### src/verilog/relay_ctrl_pkg.sv
// Contract
// - Power-on reset loads register defaults, enters standby, all channels off.
// - Reset pin low forces register defaults and minimum activity. Interrupt status and mask keep their values here.
// - High limp-home input enters limp home and clears serial registers. Interrupt status and mask are not cleared here.
// - In limp home, direct inputs one to four drive channels one to four.
// - In limp home, channels five to eight stay off.
// - In limp home, serial writes are ignored; fixed routing is used. Interrupt status and mask writes still land here.
// - Limp home beats reset pin; limp home during standby wakes the device.
// - Leaving limp home resets registers; standby if reset low, else idle. Interrupt status and mask are not reset here.
// - First serial transfer after limp home returns the post-reset flag set.
// - Per-channel input select field chooses which direct input controls the channel.
// - Unconnected input pin reads low, so its channels switch off.
// - In input mode, selected input high means on, low means off.
// - Under serial control, the channel follows its serial on/off bit.
// - Reset pin and chip select are active low. Here psel is active high.
// - Unconnected limp-home input reads low, keeping device out of limp home.
package relay_ctrl_pkg;

  // ----------------------------------------------------------------
  // Register map
  // ----------------------------------------------------------------
  localparam logic [5:0] ONOFF_IDX = 6'h00;
  localparam logic [5:0] INMODE_IDX = 6'h01;
  localparam logic [5:0] SELECT_IDX = 6'h02;
  localparam logic [5:0] STATUS_IDX = 6'h03;
  localparam logic [5:0] IRQ_STAT_IDX = 6'h04;
  localparam logic [5:0] IRQ_MASK_IDX = 6'h05;

  // ----------------------------------------------------------------
  // Fields and reset values
  // ----------------------------------------------------------------
  localparam int NUM_CH = 8;
  localparam int NUM_IN = 4;
  localparam int NUM_EV = 3;
  localparam int EV_LIMP_ENTER = 0;
  localparam int EV_LIMP_EXIT = 1;
  localparam int EV_STANDBY = 2;
  localparam int ST_FLAG_BIT = 2;
  localparam int ST_CH_LSB = 4;
  localparam logic [7:0] ONOFF_RST = 8'h00;
  localparam logic [7:0] INMODE_RST = 8'h00;
  localparam logic [15:0] SELECT_RST = 16'h0000;
  localparam logic [2:0] IRQ_RST = 3'h0;

  typedef enum logic [1:0] {
    MODE_STANDBY = 2'b00,
    MODE_NORMAL = 2'b01,
    MODE_LIMP = 2'b10
  } mode_t;

endpackage

### src/verilog/relay_mode_ctrl.sv
`timescale 1ns/100ps
module relay_mode_ctrl (
  input wire logic pclk,
  input wire logic presetn,
  input wire logic psel,
  input wire logic penable,
  input wire logic pwrite,
  input wire logic [7:0] paddr,
  input wire logic [31:0] pwdata,
  output logic [31:0] prdata,
  output logic pready,
  output logic pslverr,
  input wire logic limp_home_in,
  input wire logic reset_in_n,
  input wire logic direct_input_1,
  input wire logic direct_input_2,
  input wire logic direct_input_3,
  input wire logic direct_input_4,
  output logic channel_out_1,
  output logic channel_out_2,
  output logic channel_out_3,
  output logic channel_out_4,
  output logic channel_out_5,
  output logic channel_out_6,
  output logic channel_out_7,
  output logic channel_out_8,
  output logic irq
);

  // ----------------------------------------------------------------
  // Pin synchronisation
  // ----------------------------------------------------------------
  logic [5:0] pins_s;
  logic limp_s;
  logic rst_s;
  logic [3:0] in_s;

  pin_sync #(.WIDTH(6)) u_sync (
    .pclk(pclk),
    .presetn(presetn),
    .async_in({reset_in_n, limp_home_in, direct_input_4, direct_input_3, direct_input_2, direct_input_1}),
    .sync_out(pins_s)
  );

  // Open pins are held low by the pad pull-downs, so a floating input
  // reaches this logic as a zero and its channels stay off.
  assign in_s = pins_s[3:0];
  assign limp_s = pins_s[4];
  assign rst_s = pins_s[5];

  // ----------------------------------------------------------------
  // Operating mode
  // ----------------------------------------------------------------
  relay_ctrl_pkg::mode_t mode_q;
  relay_ctrl_pkg::mode_t mode_d;

  always_comb
  begin
    if (limp_s)
      mode_d = relay_ctrl_pkg::MODE_LIMP;
    else if (!rst_s)
      mode_d = relay_ctrl_pkg::MODE_STANDBY;
    else
      mode_d = relay_ctrl_pkg::MODE_NORMAL;
  end

  always_ff @(posedge pclk or negedge presetn)
  begin
    if (!presetn)
      mode_q <= relay_ctrl_pkg::MODE_STANDBY;
    else
      mode_q <= mode_d;
  end

  logic limp_exit;
  logic clear_regs;
  assign limp_exit = (mode_q == relay_ctrl_pkg::MODE_LIMP) && !limp_s;
  // The exit cycle clears as well, so no control register written before limp home survives it.
  assign clear_regs = limp_s || !rst_s || (mode_q == relay_ctrl_pkg::MODE_LIMP);

  // ----------------------------------------------------------------
  // APB slave
  // ----------------------------------------------------------------
  logic access;
  logic done;
  logic wr_en;
  logic [5:0] idx;
  logic mapped;
  assign access = psel && penable;
  assign done = access && pready;
  assign idx = paddr[7:2];
  assign mapped = (idx <= relay_ctrl_pkg::IRQ_MASK_IDX);
  // Control register writes land only in normal mode; limp home and reset discard them.
  assign wr_en = done && pwrite && mapped && !clear_regs && (mode_q == relay_ctrl_pkg::MODE_NORMAL);

  logic [7:0] onoff_q;
  logic [7:0] inmode_q;
  logic [15:0] select_q;
  logic [2:0] irq_stat_q;
  logic [2:0] irq_mask_q;
  logic post_flag_q;
  logic [7:0] ch_q;

  // One wait state: the answer is registered from the first access cycle.
  always_ff @(posedge pclk or negedge presetn)
  begin
    if (!presetn)
      pready <= 1'b0;
    else
      pready <= access && !pready;
  end

  always_ff @(posedge pclk or negedge presetn)
  begin
    if (!presetn)
    begin
      prdata <= 32'h0000_0000;
      pslverr <= 1'b0;
    end
    else if (access && !pready)
    begin
      pslverr <= !mapped;
      prdata <= 32'h0000_0000;
      if (!pwrite)
      begin
        unique case (idx)
          relay_ctrl_pkg::ONOFF_IDX: prdata <= {24'h00_0000, onoff_q};
          relay_ctrl_pkg::INMODE_IDX: prdata <= {24'h00_0000, inmode_q};
          relay_ctrl_pkg::SELECT_IDX: prdata <= {16'h0000, select_q};
          relay_ctrl_pkg::STATUS_IDX: prdata <= {20'h0_0000, ch_q, 1'b0, post_flag_q, mode_q};
          relay_ctrl_pkg::IRQ_STAT_IDX: prdata <= {29'h0000_0000, irq_stat_q};
          relay_ctrl_pkg::IRQ_MASK_IDX: prdata <= {29'h0000_0000, irq_mask_q};
          default: prdata <= 32'h0000_0000;
        endcase
      end
    end
  end

  // ----------------------------------------------------------------
  // Control registers
  // ----------------------------------------------------------------
  always_ff @(posedge pclk or negedge presetn)
  begin
    if (!presetn)
    begin
      onoff_q <= relay_ctrl_pkg::ONOFF_RST;
      inmode_q <= relay_ctrl_pkg::INMODE_RST;
      select_q <= relay_ctrl_pkg::SELECT_RST;
    end
    else if (clear_regs)
    begin
      onoff_q <= relay_ctrl_pkg::ONOFF_RST;
      inmode_q <= relay_ctrl_pkg::INMODE_RST;
      select_q <= relay_ctrl_pkg::SELECT_RST;
    end
    else if (wr_en)
    begin
      if (idx == relay_ctrl_pkg::ONOFF_IDX)
        onoff_q <= pwdata[7:0];
      if (idx == relay_ctrl_pkg::INMODE_IDX)
        inmode_q <= pwdata[7:0];
      if (idx == relay_ctrl_pkg::SELECT_IDX)
        select_q <= pwdata[15:0];
    end
  end

  // The flag reads set on the first transfer after limp home, then drops;
  // a fresh exit in the clearing cycle wins.
  always_ff @(posedge pclk or negedge presetn)
  begin
    if (!presetn)
      post_flag_q <= 1'b0;
    else if (limp_exit)
      post_flag_q <= 1'b1;
    else if (done)
      post_flag_q <= 1'b0;
  end

  // ----------------------------------------------------------------
  // Interrupts
  // ----------------------------------------------------------------
  logic [2:0] ev;
  always_comb
  begin
    ev = 3'h0;
    ev[relay_ctrl_pkg::EV_LIMP_ENTER] = limp_s && (mode_q != relay_ctrl_pkg::MODE_LIMP);
    ev[relay_ctrl_pkg::EV_LIMP_EXIT] = limp_exit;
    ev[relay_ctrl_pkg::EV_STANDBY] = (mode_d == relay_ctrl_pkg::MODE_STANDBY) &&
                                     (mode_q != relay_ctrl_pkg::MODE_STANDBY);
  end

  // Status and mask live outside the clearable set, so mode events stay visible.
  always_ff @(posedge pclk or negedge presetn)
  begin
    if (!presetn)
    begin
      irq_stat_q <= relay_ctrl_pkg::IRQ_RST;
      irq_mask_q <= relay_ctrl_pkg::IRQ_RST;
    end
    else
    begin
      if (done && pwrite && idx == relay_ctrl_pkg::IRQ_STAT_IDX)
        irq_stat_q <= (irq_stat_q & ~pwdata[2:0]) | ev;
      else
        irq_stat_q <= irq_stat_q | ev;
      if (done && pwrite && idx == relay_ctrl_pkg::IRQ_MASK_IDX)
        irq_mask_q <= pwdata[2:0];
    end
  end

  always_ff @(posedge pclk or negedge presetn)
  begin
    if (!presetn)
      irq <= 1'b0;
    else
      irq <= |(irq_stat_q & irq_mask_q);
  end

  // ----------------------------------------------------------------
  // Channel drive
  // ----------------------------------------------------------------
  logic [7:0] cmd;
  genvar g;
  generate
    for (g = 0; g < relay_ctrl_pkg::NUM_CH; g++)
    begin : g_ch
      channel_select u_ch (
        .on_bit(onoff_q[g]),
        .input_mode(inmode_q[g]),
        .input_select_field(select_q[2*g+1:2*g]),
        .direct_in(in_s),
        .cmd(cmd[g])
      );
    end
  endgenerate

  logic [7:0] ch_d;
  always_comb
  begin
    unique case (mode_q)
      relay_ctrl_pkg::MODE_LIMP: ch_d = {4'h0, in_s};
      relay_ctrl_pkg::MODE_NORMAL: ch_d = cmd;
      relay_ctrl_pkg::MODE_STANDBY: ch_d = 8'h00;
      default: ch_d = 8'h00;
    endcase
  end

  always_ff @(posedge pclk or negedge presetn)
  begin
    if (!presetn)
      ch_q <= 8'h00;
    else
      ch_q <= ch_d;
  end

  assign {channel_out_8, channel_out_7, channel_out_6, channel_out_5,
          channel_out_4, channel_out_3, channel_out_2, channel_out_1} = ch_q;
endmodule // relay_mode_ctrl

### src/verilog/pin_sync.sv
`timescale 1ns/100ps
module pin_sync #(
  parameter int WIDTH = 1
) (
  input wire logic pclk,
  input wire logic presetn,
  input wire logic [WIDTH-1:0] async_in,
  output logic [WIDTH-1:0] sync_out
);

  logic [WIDTH-1:0] meta_q;

  // Only the second stage is visible outside; the first may be metastable.
  always_ff @(posedge pclk or negedge presetn)
  begin
    if (!presetn)
    begin
      meta_q <= '0;
      sync_out <= '0;
    end
    else
    begin
      meta_q <= async_in;
      sync_out <= meta_q;
    end
  end

endmodule // pin_sync

### src/verilog/channel_select.sv
`timescale 1ns/100ps
module channel_select (
  input wire logic on_bit,
  input wire logic input_mode,
  input wire logic [1:0] input_select_field,
  input wire logic [3:0] direct_in,
  output logic cmd
);

  always_comb
  begin
    if (input_mode)
      cmd = direct_in[input_select_field];
    else
      cmd = on_bit;
  end

endmodule // channel_select

### config.mk
export PLATFORM = sky130hd
export DESIGN_NAME = relay_mode_ctrl
export DESIGN_NICKNAME = d
export VERILOG_FILES = /design/src/verilog/relay_ctrl_pkg.sv /design/src/verilog/relay_mode_ctrl.sv /design/src/verilog/pin_sync.sv /design/src/verilog/channel_select.sv
export SDC_FILE = /design/constraint.sdc
export NUM_CORES = 1
export LEC_CHECK = 0
export BUFFER_PORTS_ARGS = -buffer_cell sky130_fd_sc_hd__buf_4
export CAP_MARGIN = 30
export CORE_AREA = 5 5 85 106
export CTS_CLUSTER_SIZE = 8
export DETAILED_ROUTE_END_ITERATION = 8
export DIE_AREA = 0 0 90 111
export PLACE_DENSITY = 0.74
export SYNTH_ARGS = -nofsm -noshare
export SYNTH_HDL_FRONTEND = slang
export SYNTH_SLANG_ARGS = --single-unit
### constraint.sdc
create_clock -name pclk -period 3.6 [get_ports pclk]
set_input_delay 0.72 -clock pclk [delete_from_list [all_inputs] [get_ports pclk]]
set_output_delay 0.72 -clock pclk [all_outputs]
set_load 0.03 [all_outputs]
== Word level (Yosys, flattened, before mapping) ==
Cells that the tools add are included.
Word-level totals
  memory bits (writable): 0
  latch bits: 0
  output and inout port bits: 43
  memories kept: 0
  bits in read-only memories: 0
  bits of input ports: 51
  register bits: 96
  word-level logic and storage cells: 108
Cells by class
  shifts and indexed selects: 0
  equal/unequal tests: 8
  add/sub/neg operators: 0
  muxes and demuxes: 41
  multipliers: 0
  $lt $le $gt $ge: 9
  bitwise logic cells: 5
  divide/modulo/power cells: 0
  reductions and logical operators: 31
Operators by type and width (number)
  one-hot mux 16 bit (6 select lines): 1
  two-way mux 16 bit: 4
  two-way mux 8 bit: 6
  < comparator 2 x 3 -> 1 bit (second input constant): 8
  two-way mux 1 bit: 19
  binary-select mux 1 bit (select 2 bit): 8
  one-hot mux 8 bit (2 select lines): 1
  == test 6 x 2 -> 1 bit (second input constant): 2
  == test 6 x 3 -> 1 bit (second input constant): 2
  logical AND 1 bit: 12
  nonzero test 2 bit: 6
  bitwise AND 3 bit: 2
  == test 6 x 1 -> 1 bit (second input constant): 1
  <= comparator 6 x 3 -> 1 bit (second input constant): 1
  zero test 6 bit: 1
  bitwise OR 3 bit: 2
  AND reduction 2 bit: 3
  zero test 1 bit: 5
  two-way mux 3 bit: 1
  NOT 3 bit: 1
  OR reduction 3 bit: 1
  == test 2 x 1 -> 1 bit (second input constant): 1
  == test 2 bit (second input constant): 1
  zero test 2 bit: 1
  other kinds (3): 4

== Logic depth before layout (Yosys ltp) ==
Gate-level depths: netlist of the first run.
  depth after elaboration: 8
  depth in mapped cells: 7
  depth with buffers taken out: 5

== By module ==
A second synthesis of the first run with hierarchy kept.
Second synthesis, totals
  cell total of the unflattened synthesis: 390
  area, all modules: 4171.5 um2
By module, submodules not included
  relay_mode_ctrl: times used 1, seq. area each 1701.6 um2, area an instance 3460.8 um2, cells an instance 330
  channel_select: times used 8, seq. area each 0.0 um2, area an instance 51.3 um2, cells an instance 6
  pin_sync: times used 1, seq. area each 300.3 um2, area an instance 300.3 um2, cells an instance 12

== Least setup slack after synthesis of the first run ==
No wires, ideal clock.
  kind: input -> register
  from: in paddr[5]
  to: reg irq_mask_q[0]
  arrival: 2062 ps
  cell stages on the path: 3
  setup slack: 1414 ps
  path buffers: 0
  required time: 3475 ps
  library setup time: 125 ps
  cell sequence: nor4b_1 > and4_1 > mux2_2
On the way
  word-level cells in the longest chain between the ends: 2
RTL lines
  start, declared: line relay_mode_ctrl.sv:8  | input wire logic [7:0] paddr,
  == test 6 x 3 -> 1 bit: line relay_mode_ctrl.sv:206  | if (done && pwrite && idx == relay_ctrl_pkg::IRQ_MASK_IDX)
  logical AND 1 bit: line relay_mode_ctrl.sv:206
  end signal, assigned: line relay_mode_ctrl.sv:198  | irq_mask_q <= relay_ctrl_pkg::IRQ_RST;
  end signal, assigned: line relay_mode_ctrl.sv:207  | irq_mask_q <= pwdata[2:0];
  end, declared: line relay_mode_ctrl.sv:100  | logic [2:0] irq_mask_q;
Every way passes these cells.
A chain may end at the register's enable or synchronous reset.

== Final worst setup path of the first run ==
  from: in paddr[5]
  to: reg onoff_q[3]
On the way
  word-level cells in the longest chain between the ends: 6
  elaborated cells on any way between the ends: 8
  classes of those cells: order compare (1); reduce/logical (7)
RTL lines
  <= comparator 6 x 3 -> 1 bit: line relay_mode_ctrl.sv:92  | assign mapped = (idx <= relay_ctrl_pkg::IRQ_MASK_IDX);
  logical AND 1 bit (3 in a row): line relay_mode_ctrl.sv:94  | assign wr_en = done && pwrite && mapped && !clear_regs && (mode_q == relay_ctrl_pkg::MODE_NORMAL);
  nonzero test 2 bit (no source line)
  AND reduction 2 bit (no source line) *
  end signal, assigned: line relay_mode_ctrl.sv:146  | onoff_q <= relay_ctrl_pkg::ONOFF_RST;
  end signal, assigned: line relay_mode_ctrl.sv:152  | onoff_q <= relay_ctrl_pkg::ONOFF_RST;
  end signal, assigned: line relay_mode_ctrl.sv:159  | onoff_q <= pwdata[7:0];
  end, declared: line relay_mode_ctrl.sv:96  | logic [7:0] onoff_q;
Mark *: on every way between the ends. The rest lies on a longest branch, timed or not.

==> metrics.cfg, run 1 <==
[drt]
final_antenna_net_count = 0
vias_per_cell = 5.49
dr.pass1.iters = 4
top_layer = met4
drc = 0
met2_length_um = 4100
wl_met1_um = 3600
vias = 2615
wire_per_inst_um = 17.5
wl_met3_um = 482
wl_um = 8340
drt_iter0_markers = 205

[synth]
synth_top_family_by_area = multiplexers
avgSynthCellArea_um2 = 12.1
yosysSeqAreaShare_pct = 52.3
synth_edf_count = 0
synth_compound_area_share_pct = 5.69
yosys.area_share.xor_xnor_pct = 0
synth_cells = 316
syn_area_um2 = 3830
ys_ff_latch = 80
yosysWarnings = 0
synthSimpleGateAreaFrac_pct = 12.7
synth.distinct_cells = 38
async_reset_ff_share_pct = 100
synthAdderAreaFrac_pct = 0.980
dominantRegCellSynth = dfrtp_1
synth_mux_area_share_pct = 22.1

[clock_network]
hold_buffers = 0
cts_resized = 0
insertion_delay_ps = 350
clock_path_buffers = 2
cts.sinks = 80
cts_tree = yes
clk_pin_slew_ps = 90
htreeDepth = 3
root_buffer = clkbuf_8
cts_made_buffers = 9
post-cts-setup-buffer-count = 0

[setup_path]
end_kind = register
cp.required_ps = 3870
reg2reg_from = pready
critPathKind = in2reg
reg2reg_depth = 3
cp_data_arrival_time_ps = 2420
timing.rr.end = prdata[3]
cpPeakStageDelay_ps = 710
cp_num_buf_inv = 1
crit_chain = buf_4 -> or4_4 -> nor4_4 -> mux2i_1
r2r_slack_ps = 1540
cp_top_family = simple AND/OR/NAND/NOR gates
crit_path_top_delay_cell = nor4_4
critPathMaxFanout = 8
cp-start-kind = input pin

[placement]
portBuffers = 59
dp_hpwl_um = 5990
globalplace.congestion = 0.786

[global_routing]
grt_pass1_wl_um = 13900
grt_use_total_pct = 17.3
grt.overflow.total = 0
grt_pass1_vias = 2747
grt_max_degree = 81
antenna_found_initial = 0

[floorplan]
io_pins = 94
die_x_um = 90
die_area_um2 = 9990
core_area_um2 = 7790
row_count = 36
die_y_um = 111
initial_core_util_pct = 49.1

[power]
power.density_nw_per_um2 = 392
p_leak_nw = 2.03
ir_worst_vdd_mv = 0.180

[finish]
antenna_cells = 0
area_growth_pct = 17.5
final_layout_size_suffix_gt1_share_pct = 28.3
most-common-layout-cells = dfrtp_1, nand2_1, buf_4
final_common_cell = dfrtp_1
nets = 430

[sta]
post-route-period-util_pct = 59.5
relSlewSlack_pct = 43.4
tightest_slew_ps = 847
whs_ps = 167
setup_tns_ps = 0
hold_violations = 0
grt_setup_unrepaired = no
period_needed_ps = 2140
fin_skew_ps = 9.14
drv_slew = 0
fmax_ghz = 0.467
setup_violations = 0

[outcome]
status = finished, final reports clean

[run]
cap_violations = 0

[hold_path]
hold_class = in2async

final cells by class:
| class | instances | area, um2 |
|---|---|---|
| Clock buffer | 10 | 138 |
| Clock inverter | 6 | 67.6 |
| Fill cell | 680 | 3290 |
| Inverter | 6 | 22.5 |
| Multi-Input combinational cell | 216 | 1660 |
| Sequential cell | 80 | 2000 |
| Tap cell | 95 | 119 |
| Timing Repair Buffer | 63 | 493 |
cell usage after synthesis (2+ instances only):
master | number | area share, %
buf_1 | 2 | 0.20
nand2_1 | 68 | 6.7
buf_4 | 17 | 3.3
a32oi_1 | 3 | 0.69
ha_1 | 3 | 0.98
nor4b_1 | 2 | 0.46
nor2b_1 | 2 | 0.33
mux4_2 | 15 | 8.8
nor2_1 | 4 | 0.39
and4_1 | 2 | 0.46
or4_4 | 2 | 0.59
dfrtp_1 | 80 | 52
nand4_1 | 3 | 0.49
o2bb2ai_1 | 2 | 0.46
mux2i_1 | 44 | 12
buf_6 | 4 | 1.2
inv_1 | 6 | 0.59
nand3_1 | 6 | 0.78
nand3b_1 | 3 | 0.59
o21ai_0 | 13 | 1.7
o31ai_1 | 4 | 0.78
clkbuf_1 | 4 | 0.39
a22o_1 | 6 | 1.4
nor3_1 | 2 | 0.26
mux2_2 | 6 | 1.8
routing by layer:
metal | vias to the layer above | GRT usage [%]
li1 | 1222 | -
met1 | 1300 | 22.8
met2 | 81 | 27.5
met3 | 12 | 4.14
met4 | 0 | 6.85
met5 | - | 0
worst reg2reg max path: stages (launching register included):
cell and delay [ps]:
dfrtp_1 400, nand3b_1 660, nor3_1 730, a22o_1 210
how the worst max path moves through the flow:
stage             start             to  slack [ps]  cells past startpoint
3_5_place_dp   paddr[5]     onoff_q[0]        1100                      4
4_1_cts        paddr[5]     onoff_q[3]        1480                      4
3_3_place_gp   paddr[5]     onoff_q[4]        1120                      4
2_1_floorplan  paddr[5]  irq_mask_q[0]        1410                      3
5_1_grt          pready      prdata[7]        1330                      3
6_report       paddr[5]     onoff_q[3]        1460                      4
state kept, by name, indices dropped and copies added (netlist names):
signal	flops
prdata	16
select_q	16
ch_q	8
inmode_q	8
onoff_q	8
u_sync.meta_q	6
u_sync.sync_out	6
irq_mask_q	3
irq_stat_q	3
mode_q	2
irq	1
post_flag_q	1
pready	1
pslverr	1
cells by family (layout without fill, tap and decap cells):
kind of cell,after synthesis,in the layout
buf+inv,35,85
compound gates,31,31
other cells,1,16
mux,65,65
flops,80,80
fa+ha+maj,3,3
simple gates,101,101
power breakdown:
group / switching, W / internal, W / leakage (nW)
Clock: 0.000333 / 0.000341 / 0.0989
Sequential: 0.0000137 / 0.000913 / 1.06
Combinational: 0.000103 / 0.0000588 / 0.871
Total: 0.000450 / 0.00131 / 2.03
metrics by stage:
stage	cells	util [%]	setup slack (ps)	cell area [um2]	power, W
after floorplan	331	-	1410	3880	0.00104
after global placement	459	54.8	1120	4270	0.00110
after detailed placement	459	54.8	1100	4270	0.00110
after CTS	475	57.4	1480	4470	0.00177
after global routing	476	57.7	1330	4500	0.00184
final	476	57.7	1460	4500	0.00176
No activity file was read; power rests on OpenSTA's default activity.
==> run 2, diff against run 1 <==
==> constraint.sdc (replaced) <==
create_clock -name pclk -period 2 [get_ports pclk]
set_input_delay 0.4 -clock pclk [delete_from_list [all_inputs] [get_ports pclk]]
set_output_delay 0.4 -clock pclk [all_outputs]
set_load 0.03 [all_outputs]
==> metrics.cfg, run 2 (synthesis gave the netlist of run 1 again) <==
[sta]
post-route-period-util_pct = 90.5
whs_ps = 24.1  ; -143 ps
setup_violations = 0  ; unchanged
setup_tns_ps = 0  ; unchanged
fin_skew_ps = 6.06  ; -3.08 ps
period_needed_ps = 1810
layout_setup_ws_ps = 189  ; -1270 ps
relSlewSlack_pct = 65.4  ; +22 points
fmax_ghz = 0.552
grt_setup_unrepaired = no
hold_violations = 0  ; unchanged
drv_slew = 0  ; unchanged
tightest_slew_ps = 519  ; -327 ps

[power]
ir_worst_vdd_mv = 0.439  ; +140%
switching_share_pct = 22.5  ; -3.1 points
power.total_w = 0.00331  ; +88%
power_switching_w = 0.000744  ; +65%
internal_power_w = 0.00257  ; +96%
power.density_nw_per_um2 = 720  ; +84%
pwr-share-seq_pct = 50.3  ; -2.2 points
p_clk_share_pct = 40.7  ; +2.4 points
p_leak_nw = 2.10  ; +3.2%
comb_power_share_pct = 9.0  ; -0.2 points

[drt]
vias_per_cell = 5.38  ; -2.1%
vias = 2609  ; -0.23%
dr.pass1.iters = 4  ; unchanged
drc = 0  ; unchanged
wl_um = 8340  ; about the same
drt_iter0_markers = 144  ; -30%
wire_per_inst_um = 17.2  ; -1.8%
final_antenna_net_count = 0  ; unchanged

[floorplan]
io_pins = 94  ; unchanged
die_y_um = 111  ; unchanged
initial_core_util_pct = 49.1  ; unchanged
die_x_um = 90  ; unchanged
die_area_um2 = 9990  ; unchanged
row_count = 36  ; unchanged
core_area_um2 = 7790  ; unchanged

[global_routing]
grt_max_degree = 49  ; -40%
antenna_found_initial = 0  ; unchanged
grt_pass1_vias = 2744  ; -0.11%
met2_usage_pct = 28.3  ; +0.73 points
grt_use_total_pct = 17.2  ; -0.17 points
grtUsageMet3_pct = 5.09  ; +0.95 points
grtUsageMet1_pct = 22.0  ; -0.84 points
grt_pass1_wl_um = 14000  ; +0.84%
grt-busiest-layer = met2
grt.overflow.total = 0  ; unchanged

[clock_network]
clock_path_buffers = 2  ; unchanged
post-cts-setup-buffer-count = 0  ; unchanged
hold_buffers = 0  ; unchanged
root_buffer = clkbuf_8
htreeDepth = 3  ; unchanged
cts_made_buffers = 9  ; unchanged
insertion_delay_ps = 340  ; about the same
cts_resized = 0  ; unchanged
cts.sinks = 80  ; unchanged
clk_pin_slew_ps = 80  ; about the same
cts_tree = yes

[run]
cap_violations = 0  ; unchanged

[finish]
fillers = 660  ; -2.9%
antenna_cells = 0  ; unchanged
final_common_cell = dfrtp_1
nets = 441  ; +2.6%
most-common-layout-cells = dfrtp_1, buf_4, nand2_1
area_growth_pct = 20.3
largest_registers = prdata: 16 flops, select_q: 16 flops
final_layout_size_suffix_gt1_share_pct = 29.7  ; +1.4 points

[setup_path]
cp.required_ps = 2260  ; -1610 ps
end_kind = register
crit_end = inmode_q[6]
critPathMaxFanout = 8  ; unchanged
r2r_slack_ps = 190  ; -1350 ps
critPathKind = reg2reg
worstSetupStartpoint = mode_q[1]
cp_data_arrival_time_ps = 2070  ; -350 ps
timing.rr.end = inmode_q[6]
reg2reg_from = mode_q[1]
reg2reg_depth = 5  ; +2
cp-start-kind = register

[placement]
place_ws_ps = -44.3  ; -1150 ps
dp_hpwl_um = 6270  ; +4.7%
portBuffers = 59  ; unchanged
globalplace.congestion = 0.785  ; -0.23%

[hold_path]
hold_class = in2async

[outcome]
status = finished, final reports clean

## run 2: routing by layer
layer  vias up  share of wire [%]
met4         0                1.2
li1       1239                  -
met2        63                 50
met1      1298                 43
met3         9                5.7
met5         -                  0
## run 2: worst min path at each step
stage                     start                 end  slack (ps)  depth (start not counted)
2_1_floorplan           presetn             ch_q[0]         100                          0
3_3_place_gp   u_sync.meta_q[4]  u_sync.sync_out[4]         330                          0
3_5_place_dp   u_sync.meta_q[3]  u_sync.sync_out[3]         330                          0
4_1_cts                 presetn         select_q[8]          30                          1
5_1_grt                 presetn        select_q[15]          50                          1
6_report                presetn        select_q[15]          20                          1
## run 2: power groups by stage
stage	registers [W]	clock network (W)	logic, W
after CTS	0.00167	0.00137	0.000302
after global placement	0.00170	0	0.000298
final	0.00167	0.00135	0.000299
after floorplan	0.00171	0	0.000168
after detailed placement	0.00170	0	0.000301
after global routing	0.00167	0.00145	0.000327
## run 2: area by class of cell
cell class | instances | area [um2] | share of cell area [%]
clock buffers | 10 | 128 | 2.77
clock inverters | 4 | 95.1 | 2.07
inverters | 6 | 22.5 | 0.489
multi-input cells | 216 | 1660 | 36.0
flip-flops and latches | 80 | 2000 | 43.5
well taps | 95 | 119 | 2.58
repair buffers | 74 | 581 | 12.6
## run 2: worst max-delay path, cell delays in order, from the launching register on
cell and delay (ps):
dfrtp_1 390, inv_1 80, ha_1 250, nand2_1 160
or4_4 630, mux2i_1 210
## run 2: stage by stage
step	std cells	area [um2]	utilization [%]
6_report	485	4600	59.1
5_1_grt	485	4600	59.1
4_1_cts	485	4600	59.1
3_5_place_dp	471	4380	56.2
3_3_place_gp	471	4380	56.2
2_1_floorplan	331	3880	-
==> run 3, diff against run 2 <==
==> constraint.sdc (replaced) <==
create_clock -name pclk -period 2 [get_ports pclk]
set_input_delay 0.3 -clock pclk [delete_from_list [all_inputs] [get_ports pclk]]
set_output_delay 0.3 -clock pclk [all_outputs]
set_load 0.03 [all_outputs]
==> metrics.cfg, run 3 (synthesis gave the netlist of run 1 again) <==
[outcome]
status = finished, final reports clean

[finish]
most-common-layout-cells = dfrtp_1, nand2_1, buf_4
largest_registers = prdata: 16 flops, select_q: 16 flops
fin_util_pct = 58.9  ; -0.21 points
fillers = 657  ; -0.45%
antenna_cells = 0  ; unchanged
final_common_cell = dfrtp_1
area_growth_pct = 19.8
final_layout_size_suffix_gt1_share_pct = 29.1  ; -0.62 points
nets = 437  ; -0.91%

[sta]
drv_slew = 0  ; unchanged
setup_violations = 0  ; unchanged
grt_setup_unrepaired = no
post-route-period-util_pct = 92.6  ; +2.1 points
fmax_ghz = 0.540  ; -2.3%
relSlewSlack_pct = 64.5  ; -0.88 points
fin_skew_ps = 7.34  ; +1.28 ps
period_needed_ps = 1850  ; +42.1 ps
setup_tns_ps = 0  ; unchanged
whs_ps = 40.0  ; +15.9 ps
hold_violations = 0  ; unchanged
tightest_slew_ps = 532  ; +13.3 ps

[setup_path]
cp_data_arrival_time_ps = 2140  ; +70 ps
crit_chain = inv_1 -> ha_1 -> nand2_1 -> or4_4 -> mux2i_1
crit_path_top_delay_cell = or4_4
cp_top_family = simple AND/OR/NAND/NOR gates
cp-start-kind = register
cpPeakStageDelay_ps = 630  ; about the same
cp_num_buf_inv = 1  ; unchanged
end_kind = register
critPathMaxFanout = 8  ; unchanged
critPathKind = reg2reg
cp.required_ps = 2280  ; +20 ps

[floorplan]
die_area_um2 = 9990  ; unchanged
die_y_um = 111  ; unchanged
io_pins = 94  ; unchanged
die_x_um = 90  ; unchanged
row_count = 36  ; unchanged
initial_core_util_pct = 49.1  ; unchanged
core_area_um2 = 7790  ; unchanged

[power]
power.density_nw_per_um2 = 717  ; -0.41%
p_clk_share_pct = 40.2  ; -0.5 points
power.total_w = 0.00329  ; -0.76%
switching_share_pct = 24.3  ; +1.8 points
comb_power_share_pct = 9.1  ; about the same
pwr-share-seq_pct = 50.7  ; +0.4 points
p_leak_nw = 2.08  ; -1.0%
ir_worst_vdd_mv = 0.460  ; +5.0%
power_switching_w = 0.000799  ; +7.4%
internal_power_w = 0.00249  ; -3.1%

[drt]
met2_length_um = 4060  ; -2.8%
wl_met1_um = 3580  ; about the same
drc = 0  ; unchanged
final_antenna_net_count = 0  ; unchanged
wl_um = 8320  ; -0.22%
vias_per_cell = 5.47  ; +1.6%
top_layer = met4
wl_met3_um = 496  ; +3.5%
wire_per_inst_um = 17.2  ; +0.20%
dr.pass1.iters = 4  ; unchanged
vias = 2641  ; +1.2%
drt_iter0_markers = 255  ; +77%

[global_routing]
grt_use_total_pct = 17.5  ; +0.34 points
antenna_found_initial = 0  ; unchanged
grt_pass1_vias = 2719  ; -0.91%
grt_pass1_wl_um = 14100  ; +0.59%
grt_max_degree = 49  ; unchanged
grt.overflow.total = 0  ; unchanged

[clock_network]
post-cts-setup-buffer-count = 0  ; unchanged
cts_tree = yes
root_buffer = clkbuf_8
cts.sinks = 80  ; unchanged
insertion_delay_ps = 360  ; +20 ps
clock_path_buffers = 2  ; unchanged
cts_made_buffers = 9  ; unchanged
clk_pin_slew_ps = 80  ; about the same
htreeDepth = 3  ; unchanged

[placement]
portBuffers = 59  ; unchanged
globalplace.congestion = 0.772  ; -1.6%
dp_hpwl_um = 6060  ; -3.5%

[run]
cap_violations = 0  ; unchanged

[hold_path]
hold_class = in2reg

run 3: cell count changes in the layout (fill, tap and decap cells not counted):
cell and change:
buf_12 +1, bufinv_16 -1, clkbuf_8 +1, clkinvlp_4 +2
dlygate4sd3_1 +1, buf_4 -6
run 3: cell type report:
type | instances | area [um2] | area share, %
flip-flops and latches | 80 | 2000 | 43.6
multi-input cells | 216 | 1660 | 36.1
repair buffers | 70 | 566 | 12.3
clock buffers | 11 | 141 | 3.08
well taps | 95 | 119 | 2.59
clock inverters | 5 | 80.1 | 1.75
inverters | 6 | 22.5 | 0.491
run 3: path summary, 6_finish.rpt:
kind	startpoint	to	slack, ps	cells past startpoint
worst max-delay path	mode_q[1]	inmode_q[4]	150	5
worst min-delay path	direct_input_3	u_sync.meta_q[2]	40	1
worst max register to register	mode_q[1]	inmode_q[4]	150	5
worst min register to register	u_sync.meta_q[1]	u_sync.sync_out[1]	350	0
max in group asynchronous	presetn	inmode_q[1]	940	3
min in group asynchronous	presetn	u_sync.meta_q[2]	450	2
run 3: layer usage:
layer	global-route usage (%)	vias to the layer above
met5	0	-
met4	8.34	0
met3	3.46	13
met2	26.4	79
met1	24.2	1316
li1	-	1233
run 3: what timing repair did:
action,in CTS,in global routing
hold buffers,1,0
endpoints found under the hold margin,39,0
gates resized for setup,0,0
run 3: through the flow:
step                      worst slack (ps)  std cells  cell area [um2]
after global placement                60.3        466             4360
final                                  147        483             4590
after floorplan                        234        331             3880
after CTS                              136        483             4590
after detailed placement              46.6        466             4360
after global routing                  45.6        483             4590
run 3: power by group through the flow:
stage          logic, W  clock network (W)  registers [W]
2_1_floorplan  0.000168                  0        0.00171
3_3_place_gp   0.000296                  0        0.00170
3_5_place_dp   0.000300                  0        0.00170
4_1_cts        0.000303            0.00134        0.00167
5_1_grt        0.000329            0.00141        0.00167
6_report       0.000300            0.00132        0.00167
run 3: worst register-to-register path: stages (launching register included):
cell and delay [ps]:
dfrtp_1 400, inv_1 80, ha_1 270, nand2_1 170
or4_4 630, mux2i_1 220
